`config.mk`:
```
export PLATFORM = sky130hd
export DESIGN_NAME = dtlm_monitor
export DESIGN_NICKNAME = d
export VERILOG_FILES = /design/src/hdl/dtlm_limit_cmp.v /design/src/hdl/dtlm_monitor.v
export VERILOG_INCLUDE_DIRS = /design/src /design/src/hdl
export SDC_FILE = /design/constraint.sdc
export NUM_CORES = 1
export LEC_CHECK = 0
export CAP_MARGIN = 20
export CORE_ASPECT_RATIO = 1.1
export CORE_MARGIN = 1.5
export CORE_UTILIZATION = 60
export CTS_CLUSTER_DIAMETER = 30
export DETAILED_ROUTE_END_ITERATION = 10
export DONT_BUFFER_PORTS = 1
export PLACE_DENSITY = 0.72
export SLEW_MARGIN = 20
export SYNTH_ARGS = -nofsm -noshare
export SYNTH_HDL_FRONTEND = slang
export SYNTH_SLANG_ARGS = --single-unit
```
`constraint.sdc`:
```
create_clock -name i_core_clk -period 3.9 [get_ports i_core_clk]
set_input_delay 0.585 -clock i_core_clk [delete_from_list [all_inputs] [get_ports i_core_clk]]
set_output_delay 0.585 -clock i_core_clk [all_outputs]
set_load 0.02 [all_outputs]
```
`src/hdl/dtlm_defines.vh`:
```
// Purpose: shared constants of the dual temperature limit monitor
// Assumes: 125 MHz core clock
// Notes:   register pointers are byte-wide serial-bus command codes
`ifndef DTLM_DEFINES_VH
`define DTLM_DEFINES_VH

`define DTLM_CLK_KHZ            125000
`define DTLM_CLK_MHZ            125
// conversion time kept in whole microseconds to stay integer
`define DTLM_CONV_TIME_US       31250
`define DTLM_TIMEOUT_MIN_MS     25
`define DTLM_TIMEOUT_MAX_MS     35

`define DTLM_REG_LOCAL_READING  8'h00
`define DTLM_REG_REMOTE_HI      8'h01
`define DTLM_REG_STATUS         8'h02
`define DTLM_REG_CONFIG         8'h03
`define DTLM_REG_RATE           8'h04
`define DTLM_REG_LOCAL_UPPER    8'h05
`define DTLM_REG_LOCAL_LOWER    8'h06
`define DTLM_REG_REM_UPPER_HI   8'h07
`define DTLM_REG_REM_LOWER_HI   8'h08
`define DTLM_REG_REMOTE_LO      8'h10
`define DTLM_REG_OFFSET_HI      8'h11
`define DTLM_REG_OFFSET_LO      8'h12
`define DTLM_REG_REM_UPPER_LO   8'h13
`define DTLM_REG_REM_LOWER_LO   8'h14
`define DTLM_REG_REM_CRIT       8'h19
`define DTLM_REG_LOCAL_CRIT     8'h20
`define DTLM_REG_HYSTERESIS     8'h21

`define DTLM_RST_UPPER          8'h46
`define DTLM_RST_LOWER          8'h00
`define DTLM_RST_CRIT           8'h55
`define DTLM_RST_HYST           8'h0a
`define DTLM_RST_RATE           8'h00
`define DTLM_RST_CONFIG         8'h00

`define DTLM_CFG_MASK_BIT       7
`define DTLM_CFG_STOP_BIT       6

`define DTLM_ST_LHIGH           6
`define DTLM_ST_LLOW            5
`define DTLM_ST_RHIGH           4
`define DTLM_ST_RLOW            3
`define DTLM_ST_RCRIT           1
`define DTLM_ST_LCRIT           0

`endif

```
`src/hdl/dtlm_limit_cmp.v`:
```
// Purpose: limit comparator with critical hysteresis for one reading
// Assumes: signed two's complement reading and limits of equal width
// Notes:   overtemp state only moves on i_update
`timescale 1ns/1ps
`default_nettype none
module dtlm_limit_cmp #(
  parameter integer W = 8
) (
  input  wire         i_core_clk,
  input  wire         i_rstn,
  input  wire         i_update,
  input  wire [W-1:0] i_reading,
  input  wire [W-1:0] i_upper,
  input  wire [W-1:0] i_lower,
  input  wire [W-1:0] i_crit,
  input  wire [W-1:0] i_hyst,
  output wire         o_high,
  output wire         o_low,
  output wire         o_crit,
  output reg          o_overtemp
);
  // two guard bits so crit minus hysteresis cannot wrap
  wire signed [W+1:0] rd_x    = {{2{i_reading[W-1]}}, i_reading};
  wire signed [W+1:0] crit_x  = {{2{i_crit[W-1]}}, i_crit};
  wire signed [W+1:0] rel_lvl = crit_x - $signed({2'b00, i_hyst});

  assign o_high = $signed(i_reading) > $signed(i_upper);
  assign o_low  = $signed(i_reading) < $signed(i_lower);
  assign o_crit = $signed(i_reading) > $signed(i_crit);

  always @(posedge i_core_clk or negedge i_rstn) begin
    if (!i_rstn) begin
      o_overtemp <= 1'b0;
    end else if (i_update) begin
      if (o_crit) begin
        o_overtemp <= 1'b1;
      end else if (rd_x < rel_lvl) begin
        o_overtemp <= 1'b0;
      end
    end
  end
endmodule // dtlm_limit_cmp
`default_nettype wire

```
`src/hdl/dtlm_monitor.v`:
```
// Purpose: digital core of a local and remote temperature limit monitor
// Assumes: converter results arrive on the core clock, bus pins are synced
// Notes:   serial slave, conversion sequencer, limits and status
//
// Overview of operation
// - Bus line low beyond timeout resets serial logic and releases lines.
// - Local and remote readings compare against their own three limits.
// - Alert drives when any reading is above high/critical or below low.
// - Overtemp output asserts when a reading rises above its critical limit.
// - Overtemp holds until reading drops below critical minus hysteresis.
// - One hysteresis value serves local and remote critical comparisons.
// - Stop bit enters shutdown; serial interface keeps working.
// - Local reading and local limits are eight-bit registers.
// - Remote reading and high/low limits are 11 bits left-justified in two bytes; remote critical is one byte.
// - Remote reading is corrected by adding the two-byte signed offset.
// - A full local plus remote conversion takes about 31.25 ms.
// - Local and remote conversions repeat in round-robin order.
// - Status bit 7 is high only while a conversion runs.
// - Rate register inserts idle delay; conversion length is unchanged.
// - End of each reading sets status bits for any limit exceeded.
// - Config mask bit 7 disables the alert output.
// - Power-up limits: high +70, low 0, critical +85 degrees.
`timescale 1ns/1ps
`default_nettype none
`include "dtlm_defines.vh"
module dtlm_monitor #(
  parameter [6:0]   P_SLAVE_ADDR     = 7'h2a, // arbitrary
  parameter integer P_CONV_CYCLES    = `DTLM_CONV_TIME_US * `DTLM_CLK_MHZ,
  parameter integer P_TIMEOUT_CYCLES = `DTLM_TIMEOUT_MIN_MS * `DTLM_CLK_KHZ
) (
  input  wire        i_core_clk,
  input  wire        i_rstn,
  input  wire        i_scl,
  output wire        o_scl,
  output wire        o_scl_oe,
  input  wire        i_sda,
  output wire        o_sda,
  output wire        o_sda_oe,
  input  wire [7:0]  i_local_sample,
  input  wire [10:0] i_remote_sample,
  output reg         o_sensor_enable,
  output reg         o_sensor_remote,
  output wire        o_alert_n,
  output reg         o_alert_n_oe,
  output wire        o_overtemp_output_n,
  output reg         o_overtemp_output_n_oe
);
  localparam integer P_HALF = P_CONV_CYCLES / 2;
  localparam integer P_REST = P_CONV_CYCLES - P_HALF;

  localparam [4:0] SB_IDLE = 5'b00001;
  localparam [4:0] SB_RX   = 5'b00010;
  localparam [4:0] SB_ACK  = 5'b00100;
  localparam [4:0] SB_TX   = 5'b01000;
  localparam [4:0] SB_RACK = 5'b10000;

  localparam [3:0] CV_STOP   = 4'b0001;
  localparam [3:0] CV_LOCAL  = 4'b0010;
  localparam [3:0] CV_REMOTE = 4'b0100;
  localparam [3:0] CV_IDLE   = 4'b1000;

  reg [7:0]  local_reading;
  reg [10:0] remote_reading;
  reg [6:0]  status_flags;
  reg [7:0]  device_config;
  reg [7:0]  conversion_rate_select;
  reg [7:0]  local_upper_limit;
  reg [7:0]  local_lower_limit;
  reg [7:0]  local_critical_limit;
  reg [7:0]  remote_upper_limit_hi;
  reg [7:0]  remote_upper_limit_lo;
  reg [7:0]  remote_lower_limit_hi;
  reg [7:0]  remote_lower_limit_lo;
  reg [7:0]  remote_critical_limit;
  reg [7:0]  critical_hysteresis;
  reg [7:0]  remote_offset_high_byte;
  reg [7:0]  remote_offset_low_byte;

  // serial pin synchronisers and edge detection
  reg        scl_meta;
  reg        scl_s;
  reg        scl_d;
  reg        sda_meta;
  reg        sda_s;
  reg        sda_d;
  reg [31:0] to_cnt;
  reg [4:0]  sb_state;
  reg [3:0]  bit_cnt;
  reg [1:0]  byte_idx;
  reg [7:0]  shreg;
  reg [7:0]  txsh;
  reg [7:0]  ptr;
  reg        rw_read;
  reg        master_ack;
  reg [7:0]  rd_data;

  always @(posedge i_core_clk or negedge i_rstn) begin
    if (!i_rstn) begin
      scl_meta <= 1'b1;
      scl_s    <= 1'b1;
      scl_d    <= 1'b1;
      sda_meta <= 1'b1;
      sda_s    <= 1'b1;
      sda_d    <= 1'b1;
    end else begin
      scl_meta <= i_scl;
      scl_s    <= scl_meta;
      scl_d    <= scl_s;
      sda_meta <= i_sda;
      sda_s    <= sda_meta;
      sda_d    <= sda_s;
    end
  end

  wire scl_rise  = scl_s & ~scl_d;
  wire scl_fall  = ~scl_s & scl_d;
  wire bus_start = scl_s & scl_d & sda_d & ~sda_s;
  wire bus_stop  = scl_s & scl_d & ~sda_d & sda_s;
  wire bus_timeout = (to_cnt == P_TIMEOUT_CYCLES);

  // saturating count of time either line is low
  always @(posedge i_core_clk or negedge i_rstn) begin
    if (!i_rstn) begin
      to_cnt <= 32'h0;
    end else if (scl_s & sda_s) begin
      to_cnt <= 32'h0;
    end else if (!bus_timeout) begin
      to_cnt <= to_cnt + 32'h1;
    end
  end

  wire byte_done = (sb_state == SB_RX) & scl_fall & (bit_cnt == 4'h8);
  wire addr_hit  = (shreg[7:1] == P_SLAVE_ADDR);
  wire wr_en     = byte_done & (byte_idx == 2'd2);
  wire tx_load   = scl_fall & (((sb_state == SB_ACK) & rw_read) |
                               ((sb_state == SB_RACK) & master_ack));
  wire rd_clr    = tx_load & (ptr == `DTLM_REG_STATUS);

  always @(posedge i_core_clk or negedge i_rstn) begin
    if (!i_rstn) begin
      sb_state   <= SB_IDLE;
      bit_cnt    <= 4'h0;
      byte_idx   <= 2'd0;
      shreg      <= 8'h00;
      txsh       <= 8'hff;
      ptr        <= 8'h00;
      rw_read    <= 1'b0;
      master_ack <= 1'b0;
    end else if (bus_timeout | bus_stop) begin
      sb_state <= SB_IDLE;
    end else if (bus_start) begin
      sb_state <= SB_RX;
      bit_cnt  <= 4'h0;
      byte_idx <= 2'd0;
      rw_read  <= 1'b0;
    end else begin
      case (sb_state)
        SB_IDLE: begin
          bit_cnt <= 4'h0;
        end
        SB_RX: begin
          if (scl_rise) begin
            shreg   <= {shreg[6:0], sda_s};
            bit_cnt <= bit_cnt + 4'h1;
          end else if (byte_done) begin
            if (byte_idx == 2'd0) begin
              rw_read  <= shreg[0];
              sb_state <= addr_hit ? SB_ACK : SB_IDLE;
            end else begin
              sb_state <= SB_ACK;
              if (byte_idx == 2'd1) begin
                ptr <= shreg;
              end
            end
          end
        end
        SB_ACK: begin
          if (scl_fall) begin
            bit_cnt <= 4'h0;
            if (rw_read) begin
              txsh     <= rd_data;
              sb_state <= SB_TX;
            end else begin
              sb_state <= SB_RX;
              if (byte_idx != 2'd2) begin
                byte_idx <= byte_idx + 2'd1;
              end
            end
          end
        end
        SB_TX: begin
          if (scl_rise) begin
            bit_cnt <= bit_cnt + 4'h1;
          end else if (scl_fall) begin
            if (bit_cnt == 4'h8) begin
              sb_state <= SB_RACK;
            end else begin
              txsh <= {txsh[6:0], 1'b1};
            end
          end
        end
        SB_RACK: begin
          if (scl_rise) begin
            master_ack <= ~sda_s;
          end else if (scl_fall) begin
            bit_cnt  <= 4'h0;
            txsh     <= rd_data;
            sb_state <= master_ack ? SB_TX : SB_IDLE;
          end
        end
        default: begin
          sb_state <= SB_IDLE;
        end
      endcase
    end
  end

  // clock stretching is never used, so the clock pin stays released
  assign o_scl    = 1'b0;
  assign o_scl_oe = 1'b0;
  assign o_sda    = 1'b0;
  assign o_sda_oe = (sb_state == SB_ACK) |
                    ((sb_state == SB_TX) & ~txsh[7]);

  // conversion sequencer
  reg [3:0]  cv_state;
  reg [31:0] cv_cnt;
  reg [7:0]  idle_left;
  wire run   = ~device_config[`DTLM_CFG_STOP_BIT];
  wire busy  = (cv_state == CV_LOCAL) | (cv_state == CV_REMOTE);
  wire upd_l = run & (cv_state == CV_LOCAL) & (cv_cnt == P_HALF - 1);
  wire upd_r = run & (cv_state == CV_REMOTE) & (cv_cnt == P_REST - 1);

  always @(posedge i_core_clk or negedge i_rstn) begin
    if (!i_rstn) begin
      cv_state  <= CV_STOP;
      cv_cnt    <= 32'h0;
      idle_left <= 8'h00;
    end else if (!run) begin
      cv_state <= CV_STOP;
      cv_cnt   <= 32'h0;
    end else begin
      case (cv_state)
        CV_STOP: begin
          cv_state <= CV_LOCAL;
        end
        CV_LOCAL: begin
          if (upd_l) begin
            cv_cnt   <= 32'h0;
            cv_state <= CV_REMOTE;
          end else begin
            cv_cnt <= cv_cnt + 32'h1;
          end
        end
        CV_REMOTE: begin
          if (upd_r) begin
            cv_cnt    <= 32'h0;
            idle_left <= conversion_rate_select;
            cv_state  <= (conversion_rate_select == 8'h00) ?
                         CV_LOCAL : CV_IDLE;
          end else begin
            cv_cnt <= cv_cnt + 32'h1;
          end
        end
        CV_IDLE: begin
          if (cv_cnt == P_CONV_CYCLES - 1) begin
            cv_cnt <= 32'h0;
            if (idle_left == 8'h01) begin
              cv_state <= CV_LOCAL;
            end else begin
              idle_left <= idle_left - 8'h01;
            end
          end else begin
            cv_cnt <= cv_cnt + 32'h1;
          end
        end
        default: begin
          cv_state <= CV_STOP;
        end
      endcase
    end
  end

  wire [10:0] remote_offset = {remote_offset_high_byte,
                               remote_offset_low_byte[7:5]};
  wire [10:0] remote_corrected = i_remote_sample + remote_offset;

  wire l_high, l_low, l_crit, l_ot;
  wire r_high, r_low, r_crit, r_ot;

  dtlm_limit_cmp #(.W(8)) u_local_cmp (
    .i_core_clk (i_core_clk),
    .i_rstn     (i_rstn),
    .i_update   (upd_l),
    .i_reading  (i_local_sample),
    .i_upper    (local_upper_limit),
    .i_lower    (local_lower_limit),
    .i_crit     (local_critical_limit),
    .i_hyst     (critical_hysteresis),
    .o_high     (l_high),
    .o_low      (l_low),
    .o_crit     (l_crit),
    .o_overtemp (l_ot)
  );

  dtlm_limit_cmp #(.W(11)) u_remote_cmp (
    .i_core_clk (i_core_clk),
    .i_rstn     (i_rstn),
    .i_update   (upd_r),
    .i_reading  (remote_corrected),
    .i_upper    ({remote_upper_limit_hi, remote_upper_limit_lo[7:5]}),
    .i_lower    ({remote_lower_limit_hi, remote_lower_limit_lo[7:5]}),
    .i_crit     ({remote_critical_limit, 3'h0}),
    .i_hyst     ({critical_hysteresis, 3'h0}),
    .o_high     (r_high),
    .o_low      (r_low),
    .o_crit     (r_crit),
    .o_overtemp (r_ot)
  );

  wire [6:0] st_set = ({l_high, l_low, 4'h0, l_crit} & {7{upd_l}}) |
                      ({2'b00, r_high, r_low, 1'b0, r_crit, 1'b0} &
                       {7{upd_r}});

  always @(posedge i_core_clk or negedge i_rstn) begin
    if (!i_rstn) begin
      local_reading          <= 8'h00;
      remote_reading         <= 11'h000;
      status_flags           <= 7'h00;
      o_sensor_enable        <= 1'b0;
      o_sensor_remote        <= 1'b0;
      o_alert_n_oe           <= 1'b0;
      o_overtemp_output_n_oe <= 1'b0;
    end else begin
      if (upd_l) begin
        local_reading <= i_local_sample;
      end
      if (upd_r) begin
        remote_reading <= remote_corrected;
      end
      // a new event outranks the clear of a status read
      status_flags <= (status_flags & ~{7{rd_clr}}) | st_set;
      o_sensor_enable <= run;
      o_sensor_remote <= (cv_state == CV_REMOTE);
      o_alert_n_oe <= ~device_config[`DTLM_CFG_MASK_BIT] &
                      (|status_flags);
      o_overtemp_output_n_oe <= l_ot | r_ot;
    end
  end

  assign o_alert_n           = 1'b0;
  assign o_overtemp_output_n = 1'b0;

  always @(posedge i_core_clk or negedge i_rstn) begin
    if (!i_rstn) begin
      device_config           <= `DTLM_RST_CONFIG;
      conversion_rate_select  <= `DTLM_RST_RATE;
      local_upper_limit       <= `DTLM_RST_UPPER;
      local_lower_limit       <= `DTLM_RST_LOWER;
      local_critical_limit    <= `DTLM_RST_CRIT;
      remote_upper_limit_hi   <= `DTLM_RST_UPPER;
      remote_upper_limit_lo   <= 8'h00;
      remote_lower_limit_hi   <= `DTLM_RST_LOWER;
      remote_lower_limit_lo   <= 8'h00;
      remote_critical_limit   <= `DTLM_RST_CRIT;
      critical_hysteresis     <= `DTLM_RST_HYST;
      remote_offset_high_byte <= 8'h00;
      remote_offset_low_byte  <= 8'h00;
    end else if (wr_en) begin
      case (ptr)
        `DTLM_REG_CONFIG:       device_config           <= shreg;
        `DTLM_REG_RATE:         conversion_rate_select  <= shreg;
        `DTLM_REG_LOCAL_UPPER:  local_upper_limit       <= shreg;
        `DTLM_REG_LOCAL_LOWER:  local_lower_limit       <= shreg;
        `DTLM_REG_LOCAL_CRIT:   local_critical_limit    <= shreg;
        `DTLM_REG_REM_UPPER_HI: remote_upper_limit_hi   <= shreg;
        `DTLM_REG_REM_UPPER_LO: remote_upper_limit_lo   <= shreg & 8'he0;
        `DTLM_REG_REM_LOWER_HI: remote_lower_limit_hi   <= shreg;
        `DTLM_REG_REM_LOWER_LO: remote_lower_limit_lo   <= shreg & 8'he0;
        `DTLM_REG_REM_CRIT:     remote_critical_limit   <= shreg;
        `DTLM_REG_HYSTERESIS:   critical_hysteresis     <= shreg;
        `DTLM_REG_OFFSET_HI:    remote_offset_high_byte <= shreg;
        `DTLM_REG_OFFSET_LO:    remote_offset_low_byte  <= shreg & 8'he0;
        default:                device_config           <= device_config;
      endcase
    end
  end

  always @* begin
    case (ptr)
      `DTLM_REG_LOCAL_READING: rd_data = local_reading;
      `DTLM_REG_REMOTE_HI:     rd_data = remote_reading[10:3];
      `DTLM_REG_REMOTE_LO:     rd_data = {remote_reading[2:0], 5'h00};
      `DTLM_REG_STATUS:        rd_data = {busy, status_flags};
      `DTLM_REG_CONFIG:        rd_data = device_config;
      `DTLM_REG_RATE:          rd_data = conversion_rate_select;
      `DTLM_REG_LOCAL_UPPER:   rd_data = local_upper_limit;
      `DTLM_REG_LOCAL_LOWER:   rd_data = local_lower_limit;
      `DTLM_REG_LOCAL_CRIT:    rd_data = local_critical_limit;
      `DTLM_REG_REM_UPPER_HI:  rd_data = remote_upper_limit_hi;
      `DTLM_REG_REM_UPPER_LO:  rd_data = remote_upper_limit_lo;
      `DTLM_REG_REM_LOWER_HI:  rd_data = remote_lower_limit_hi;
      `DTLM_REG_REM_LOWER_LO:  rd_data = remote_lower_limit_lo;
      `DTLM_REG_REM_CRIT:      rd_data = remote_critical_limit;
      `DTLM_REG_HYSTERESIS:    rd_data = critical_hysteresis;
      `DTLM_REG_OFFSET_HI:     rd_data = remote_offset_high_byte;
      `DTLM_REG_OFFSET_LO:     rd_data = remote_offset_low_byte;
      default:                 rd_data = 8'h00;
    endcase
  end
endmodule // dtlm_monitor
`default_nettype wire

```
==> Word level (Yosys, flattened, before mapping) <==
Index checks and enable logic that the tools add are counted.
{ "word_totals": {"input_bits": 23, "latch_bits": 0, "ff_bits": 240, "mem_count": 0, "wordCells": 264, "out_inout_bits": 10, "romBits": 0, "mem_bits_rw": 0} }
{ "op_classes": {"n_eq_ne": 62, "addsub": 8, "div_mod_pow": 0, "n_reduce_logical": 42, "order_cmp": 8, "shift": 0, "multipliers": 0, "n_bitwise": 43, "mux": 61} }
{ "ops": {"columns": ["operator", "n"], "rows": [
  ["$mux W32", 6],
  ["$pmux W8 S17", 1],
  ["$pmux W32 S3", 1],
  ["$mux W8", 10],
  ["$add A32 B1 Y32 const B", 2],
  ["$eq A32 B22 Y1 const B", 2],
  ["$mux W5", 10],
  ["$eq A8 B5 Y1 const B", 6],
  ["$mux W4", 12],
  ["$eq A32 B21 Y1 const B", 1],
  ["$eq A8 B3 Y1 const B", 4],
  ["$pmux W4 S4", 2],
  ["$reduce_and A2 Y1", 15],
  ["$pmux W5 S5", 1],
  ["$pmux W8 S3", 1],
  ["$gt A11 B11 Y1", 2],
  ["$ne A2 B2 Y1 const B", 11],
  ["$and A1 B1 Y1", 21],
  ["$ne A3 B3 Y1 const B", 6],
  ["$reduce_bool A2 Y1", 9],
  ["$eq A8 B1 Y1 const B", 2],
  ["$eq A8 B2 Y1 const B", 2],
  ["$eq A8 B6 Y1 const B", 2],
  ["$gt A8 B8 Y1", 2],
  ["49 further kinds", 93]
]} }

==> Depth between registers and ports, before layout <==
{ "depth": {"word_depth": 9, "mapped_depth": 18, "depth_no_buf": 18} }

==> Hierarchy <==
Synthesis repeated with hierarchy kept, for this count alone.
{ "hier_totals": {"cells_unflattened": 1626, "area_unflattened_um2": 15827.7} }
{ "modules_own_cells": {"columns": ["module", "area_each_um2", "cells_per_inst", "seq_area_each_um2", "n_inst"], "rows": [
  ["dtlm_monitor", 12839.8, 1231, 5995.8, 1],
  ["dtlm_limit_cmp at u_remote_cmp", 1729.2, 228, 25.0, 1],
  ["dtlm_limit_cmp at u_local_cmp", 1258.7, 167, 25.0, 1]
]} }

==> Least setup slack after synthesis <==
No wires, ideal clock.
{ "synth_timing": {"kind": "input-to-reg", "start": "input port i_remote_sample[2]", "end": "register status_flags[1]", "stages": 16, "arrival_time_ps": 3375, "setup_slack_ps": 389, "n_path_buf": 0, "setup_time_ps": 136, "required_time_ps": 3764, "cell_sequence": "ha_1 a21oi_1 a21boi_0 o21ai_0 a21boi_0 o21ai_0 a21oi_1 a21oi_1 xnor2_1 ha_1 nand2_1 nor3_1 nand4_1 or4_1 a31oi_1 o21ai_0"} }
{ "synth_between": {"elab_chain_len": 5} }
{ "synth_rtl": {"columns": ["element", "line", "text"], "rows": [
  ["start: declaration", "dtlm_monitor.v:40", "input wire [10:0] i_remote_sample,"],
  ["$add A11 B11 Y11", "dtlm_monitor.v:286", "wire [10:0] remote_corrected = i_remote_sample + remote_offset;"],
  ["named net remote_corrected[9]", "dtlm_monitor.v:286", null],
  ["$gt A11 B11 Y1", "dtlm_limit_cmp.v:29", "assign o_crit = $signed(i_reading) > $signed(i_crit);"],
  ["$and A5 B7 Y7", "dtlm_monitor.v:322", "({2'b00, r_high, r_low, 1'b0, r_crit, 1'b0} &"],
  ["$or A7 B7 Y7", "dtlm_monitor.v:321", "wire [6:0] st_set = ({l_high, l_low, 4'h0, l_crit} & {7{upd_l}}) |"],
  ["$or A7 B7 Y7", "dtlm_monitor.v:342", "status_flags <= (status_flags & ~{7{rd_clr}}) | st_set;"],
  ["end signal: assignment", "dtlm_monitor.v:342", null],
  ["end: declaration", "dtlm_monitor.v:64", "reg [6:0] status_flags;"]
]} }
The timed path passes the listed nets, and every way through them passes these cells.
A chain may end at the register's enable or synchronous reset.

==> Worst setup path after layout <==
{ "layout_timing": {"start": "register remote_offset_low_byte[7]", "end": "register status_flags[1]"} }
{ "layout_between": {"elab_chain_len": 5} }
{ "layout_rtl": {"columns": ["element", "line", "text"], "rows": [
  ["start: declaration", "dtlm_monitor.v:77", "reg [7:0] remote_offset_low_byte;"],
  ["start signal: assignment", "dtlm_monitor.v:383", "`DTLM_REG_OFFSET_LO: remote_offset_low_byte <= shreg & 8'he0;"],
  ["$add A11 B11 Y11", "dtlm_monitor.v:286", null],
  ["named net remote_corrected[9]", "dtlm_monitor.v:286", null],
  ["$gt A11 B11 Y1", "dtlm_limit_cmp.v:29", null],
  ["$and A5 B7 Y7", "dtlm_monitor.v:322", null],
  ["$or A7 B7 Y7", "dtlm_monitor.v:321", null],
  ["$or A7 B7 Y7", "dtlm_monitor.v:342", null]
]} }
The timed path passes the listed nets, and every way through them passes these cells.

==> reports/metrics.cfg <==
[sta]
setup_viol = 0
clock_skew_ns = 0.0152
slew_viol_final = 0
tightest_slew_ns = 0.886
clock.fmax_mhz = 274
fin_hold_ws_ns = -0.261
fin_tns_setup_ns = 0
hold_viol = 214
relSlewSlack = 0.410
layout_min_cycle_time_ns = 3.65
rsz0062_at_grt = false
post-route-period-util = 0.936

[place]
dp.cells = 1769
gp_congestion = 0.964
dp_hpwl_um = 26100
io_buffer_count = 0

[critical_path]
cp_max_fo = 5
r2r_slack_ns = 0.25
criticalPathCategory = flop to flop
cp.required_ns = 4.32
critPathArrivalTime_ns = 4.07
endpoint_kind = flop
start_kind = flop

[drt]
wl_per_cell_um = 20.3
num_vias = 11600
wl_um = 38000
drc_errors = 0
ant_nets = 0
avgViaCountPerCell = 6.20
drt_iter0_drc = 874
dr.pass1.iters = 6

[global_route]
grt_pass1_wl_um = 59900
grt_pass1_vias = 11300
grt_overflow = 0
grt_max_degree = 241
antenna_found_initial = 1
grtUsageTotal = 0.306

[clock_network]
htree_levels = 2
clk-insertion-delay-late_ns = 0.56
cts.clk_slew.worst_paths_ns = 0.04
cts_sinks = 240
postCtsResizedCells = 0
cts_buffer_depth = 3
tritoncts = built
cts_setup_buffers = 0
cts_root_buf = clkbuf_16
numCtsBuffers = 55

[yosys]
syn_area_per_cell_um2 = 9.67
synth_most_common_cell = dfrtp_1
ys_types = 78
synth_top_area_cell = dfrtp_1
yosysTopAreaCellShare = 0.358
ys_warn_count = 0
ys_async_sr_fraction = 1.00
ys_seq_area_frac = 0.416
synth.cell_area_um2 = 14500
synth_common_cells = dfrtp_1 (208), nor2_1 (147), mux2_2 (118)
synth_edf_count = 0
synthCells = 1502
synth-main-ff-cell = dfrtp_1
synth-seq-cells = 240
synthTopCellsByArea = dfrtp_1 (36%), mux2_2 (9.2%), ha_1 (8.8%)

[power]
sw_frac_of_total = 0.215
share_comb_of_total_power = 0.030
peakVddDrop_uv = 493
power_frac_clock = 0.639
finalPower_uw = 7820
powerDensity_nw_per_um2 = 465
leakagePower_uw = 0.00746
power.switching_uw = 1680
p_int_uw = 6140
power_frac_seq = 0.331

[die]
die_area_um2 = 25100
row_count = 59
die_h_um = 166
initial_core_util = 0.613
coreArea_um2 = 23700
io_pins = 33
die_w_um = 151

[status]
status = complete, but fails checks
violations = negative hold slack

[hold_path]
min_path_type = primary input to asynchronous set/reset pin

[final_layout]
fillCellCount = 1758
register_area_um2 = 6050
fin_nets = 1649
final_cells = 1873
n_antenna_cell = 0
areaGrowthSynthToFinish_pct = 15.9
multi_input_area_um2 = 7900
drive_gt1_frac = 0.181

[flow_run]
maxCapViolations = 0

cell usage in the layout, fill, tap and decap left out, types with 6 or more instances in the layout:
| master | Yosys | final |
|---|---|---|
| a21oi_1 | 82 | 82 |
| o21ai_0 | 80 | 80 |
| dfstp_2 | 32 | 32 |
| xor2_1 | 43 | 43 |
| clkinvlp_4 | 0 | 10 |
| mux2_2 | 118 | 118 |
| o211ai_1 | 7 | 7 |
| and4b_1 | 6 | 6 |
| mux2i_1 | 11 | 11 |
| o21a_1 | 15 | 15 |
| inv_1 | 88 | 88 |
| and2_1 | 7 | 7 |
| buf_4 | 8 | 17 |
| nand3b_1 | 7 | 7 |
| or3_1 | 10 | 10 |
| clkinv_2 | 0 | 8 |
| a221oi_1 | 8 | 8 |
| nor2_1 | 147 | 147 |
| a222oi_1 | 7 | 7 |
| a22oi_1 | 16 | 16 |
| and3_1 | 19 | 19 |
| o31ai_1 | 6 | 6 |
| xnor2_1 | 30 | 30 |
| a31oi_1 | 6 | 6 |
| nand3_1 | 46 | 46 |
| ha_1 | 102 | 102 |
| nor3_1 | 32 | 32 |
| clkbuf_16 | 0 | 56 |
| dfrtp_1 | 208 | 208 |
| bufinv_16 | 0 | 11 |
| o22ai_1 | 7 | 7 |
| o21ai_1 | 8 | 8 |
| nand4_1 | 23 | 23 |
| nor4_1 | 14 | 14 |
| clkbuf_8 | 0 | 8 |
| nand2b_1 | 26 | 26 |
| nor2b_1 | 16 | 16 |
| a21o_1 | 13 | 13 |
| nand2_1 | 116 | 116 |
| and4_1 | 6 | 6 |
power by group through the flow:
stage                     logic, µW  registers, µW  clock network [µW]
final                           237           2590                5000
after global routing            271           2590                5180
after CTS                       236           2580                5040
after detailed placement        232           2620                   0
after global placement          221           2620                   0
after floorplan                 190           2590                   0
worst max-delay path: stages, from the launching register on:
cell and delay, ns:
dfrtp_1 0.39, ha_1 0.35, a21oi_1 0.20, a21boi_0 0.12, o21ai_0 0.26, a21boi_0 0.17
o21ai_0 0.21, a21oi_1 0.11, a21oi_1 0.18, xnor2_1 0.10, ha_1 0.30, nand2_1 0.05
nor3_1 0.15, nand4_1 0.11, or4_1 0.50, a31oi_1 0.22, o21ai_0 0.10
metrics by stage:
stage | setup WS (ns) | hold WS, ns | utilization | cell area [µm²]
2_1_floorplan | 0.389 | 0.289 | - | 14500
3_3_place_gp | 0.242 | 0.308 | 0.624 | 14800
3_5_place_dp | 0.130 | 0.300 | 0.624 | 14800
4_1_cts | 0.310 | -0.278 | 0.710 | 16800
5_1_grt | 0.0533 | -0.277 | 0.710 | 16800
6_report | 0.250 | -0.261 | 0.710 | 16800
path summary, 6_finish.rpt:
path,from,endpoint,depth (start not counted)
max in group asynchronous,i_rstn,sb_state[0],0
min reg2reg,sda_meta,sda_s,0
min in group i_core_clk,i_scl,scl_meta,0
max reg2reg,remote_offset_low_byte[7],status_flags[1],16
max,remote_offset_low_byte[7],status_flags[1],16
min,i_rstn,u_local_cmp.o_overtemp,0
layout make-up:
type / count / share of cell area
well taps: 305 / 0.0227
multi-input cells: 1118 / 0.469
inverters: 89 / 0.0198
flip-flops and latches: 240 / 0.359
clock inverters: 37 / 0.0311
clock buffers: 67 / 0.0905
repair buffers: 17 / 0.00758
sequential cells by signal, indices dropped and copies added, names as in the netlist, 4 cells and up:
| name | flops |
|---|---|
| cv_cnt | 32 |
| to_cnt | 32 |
| remote_reading | 11 |
| conversion_rate_select | 8 |
| critical_hysteresis | 8 |
| device_config | 8 |
| idle_left | 8 |
| local_critical_limit | 8 |
| local_lower_limit | 8 |
| local_reading | 8 |
| local_upper_limit | 8 |
| ptr | 8 |
| remote_critical_limit | 8 |
| remote_lower_limit_hi | 8 |
| remote_offset_high_byte | 8 |
| remote_upper_limit_hi | 8 |
| shreg | 8 |
| txsh | 8 |
| status_flags | 7 |
| sb_state | 5 |
| bit_cnt | 4 |
| cv_state | 4 |
logic make-up (layout without fill, tap and decap cells):
kind of cell | Yosys count | in the layout | share of synthesized area
compound gates | 298 | 298 | 0.130
xor+xnor | 73 | 73 | 0.0440
fa+ha+maj | 106 | 106 | 0.0927
buf+inv | 148 | 210 | 0.0414
flops | 240 | 240 | 0.416
mux | 130 | 130 | 0.101
other cells | 1 | 5 | 0.000258
simple gates | 506 | 506 | 0.175
layer usage:
metal | wire, µm | part of all wire | up-vias | GRT usage
met4 | 1110 | 0.029 | 0 | 0.100
met1 | 16800 | 0.44 | 5703 | 0.432
li1 | - | - | 5435 | -
met5 | 0 | 0 | - | 0
met2 | 16900 | 0.45 | 385 | 0.463
met3 | 3110 | 0.082 | 85 | 0.0701
No activity file was read; power rests on OpenSTA's default activity.
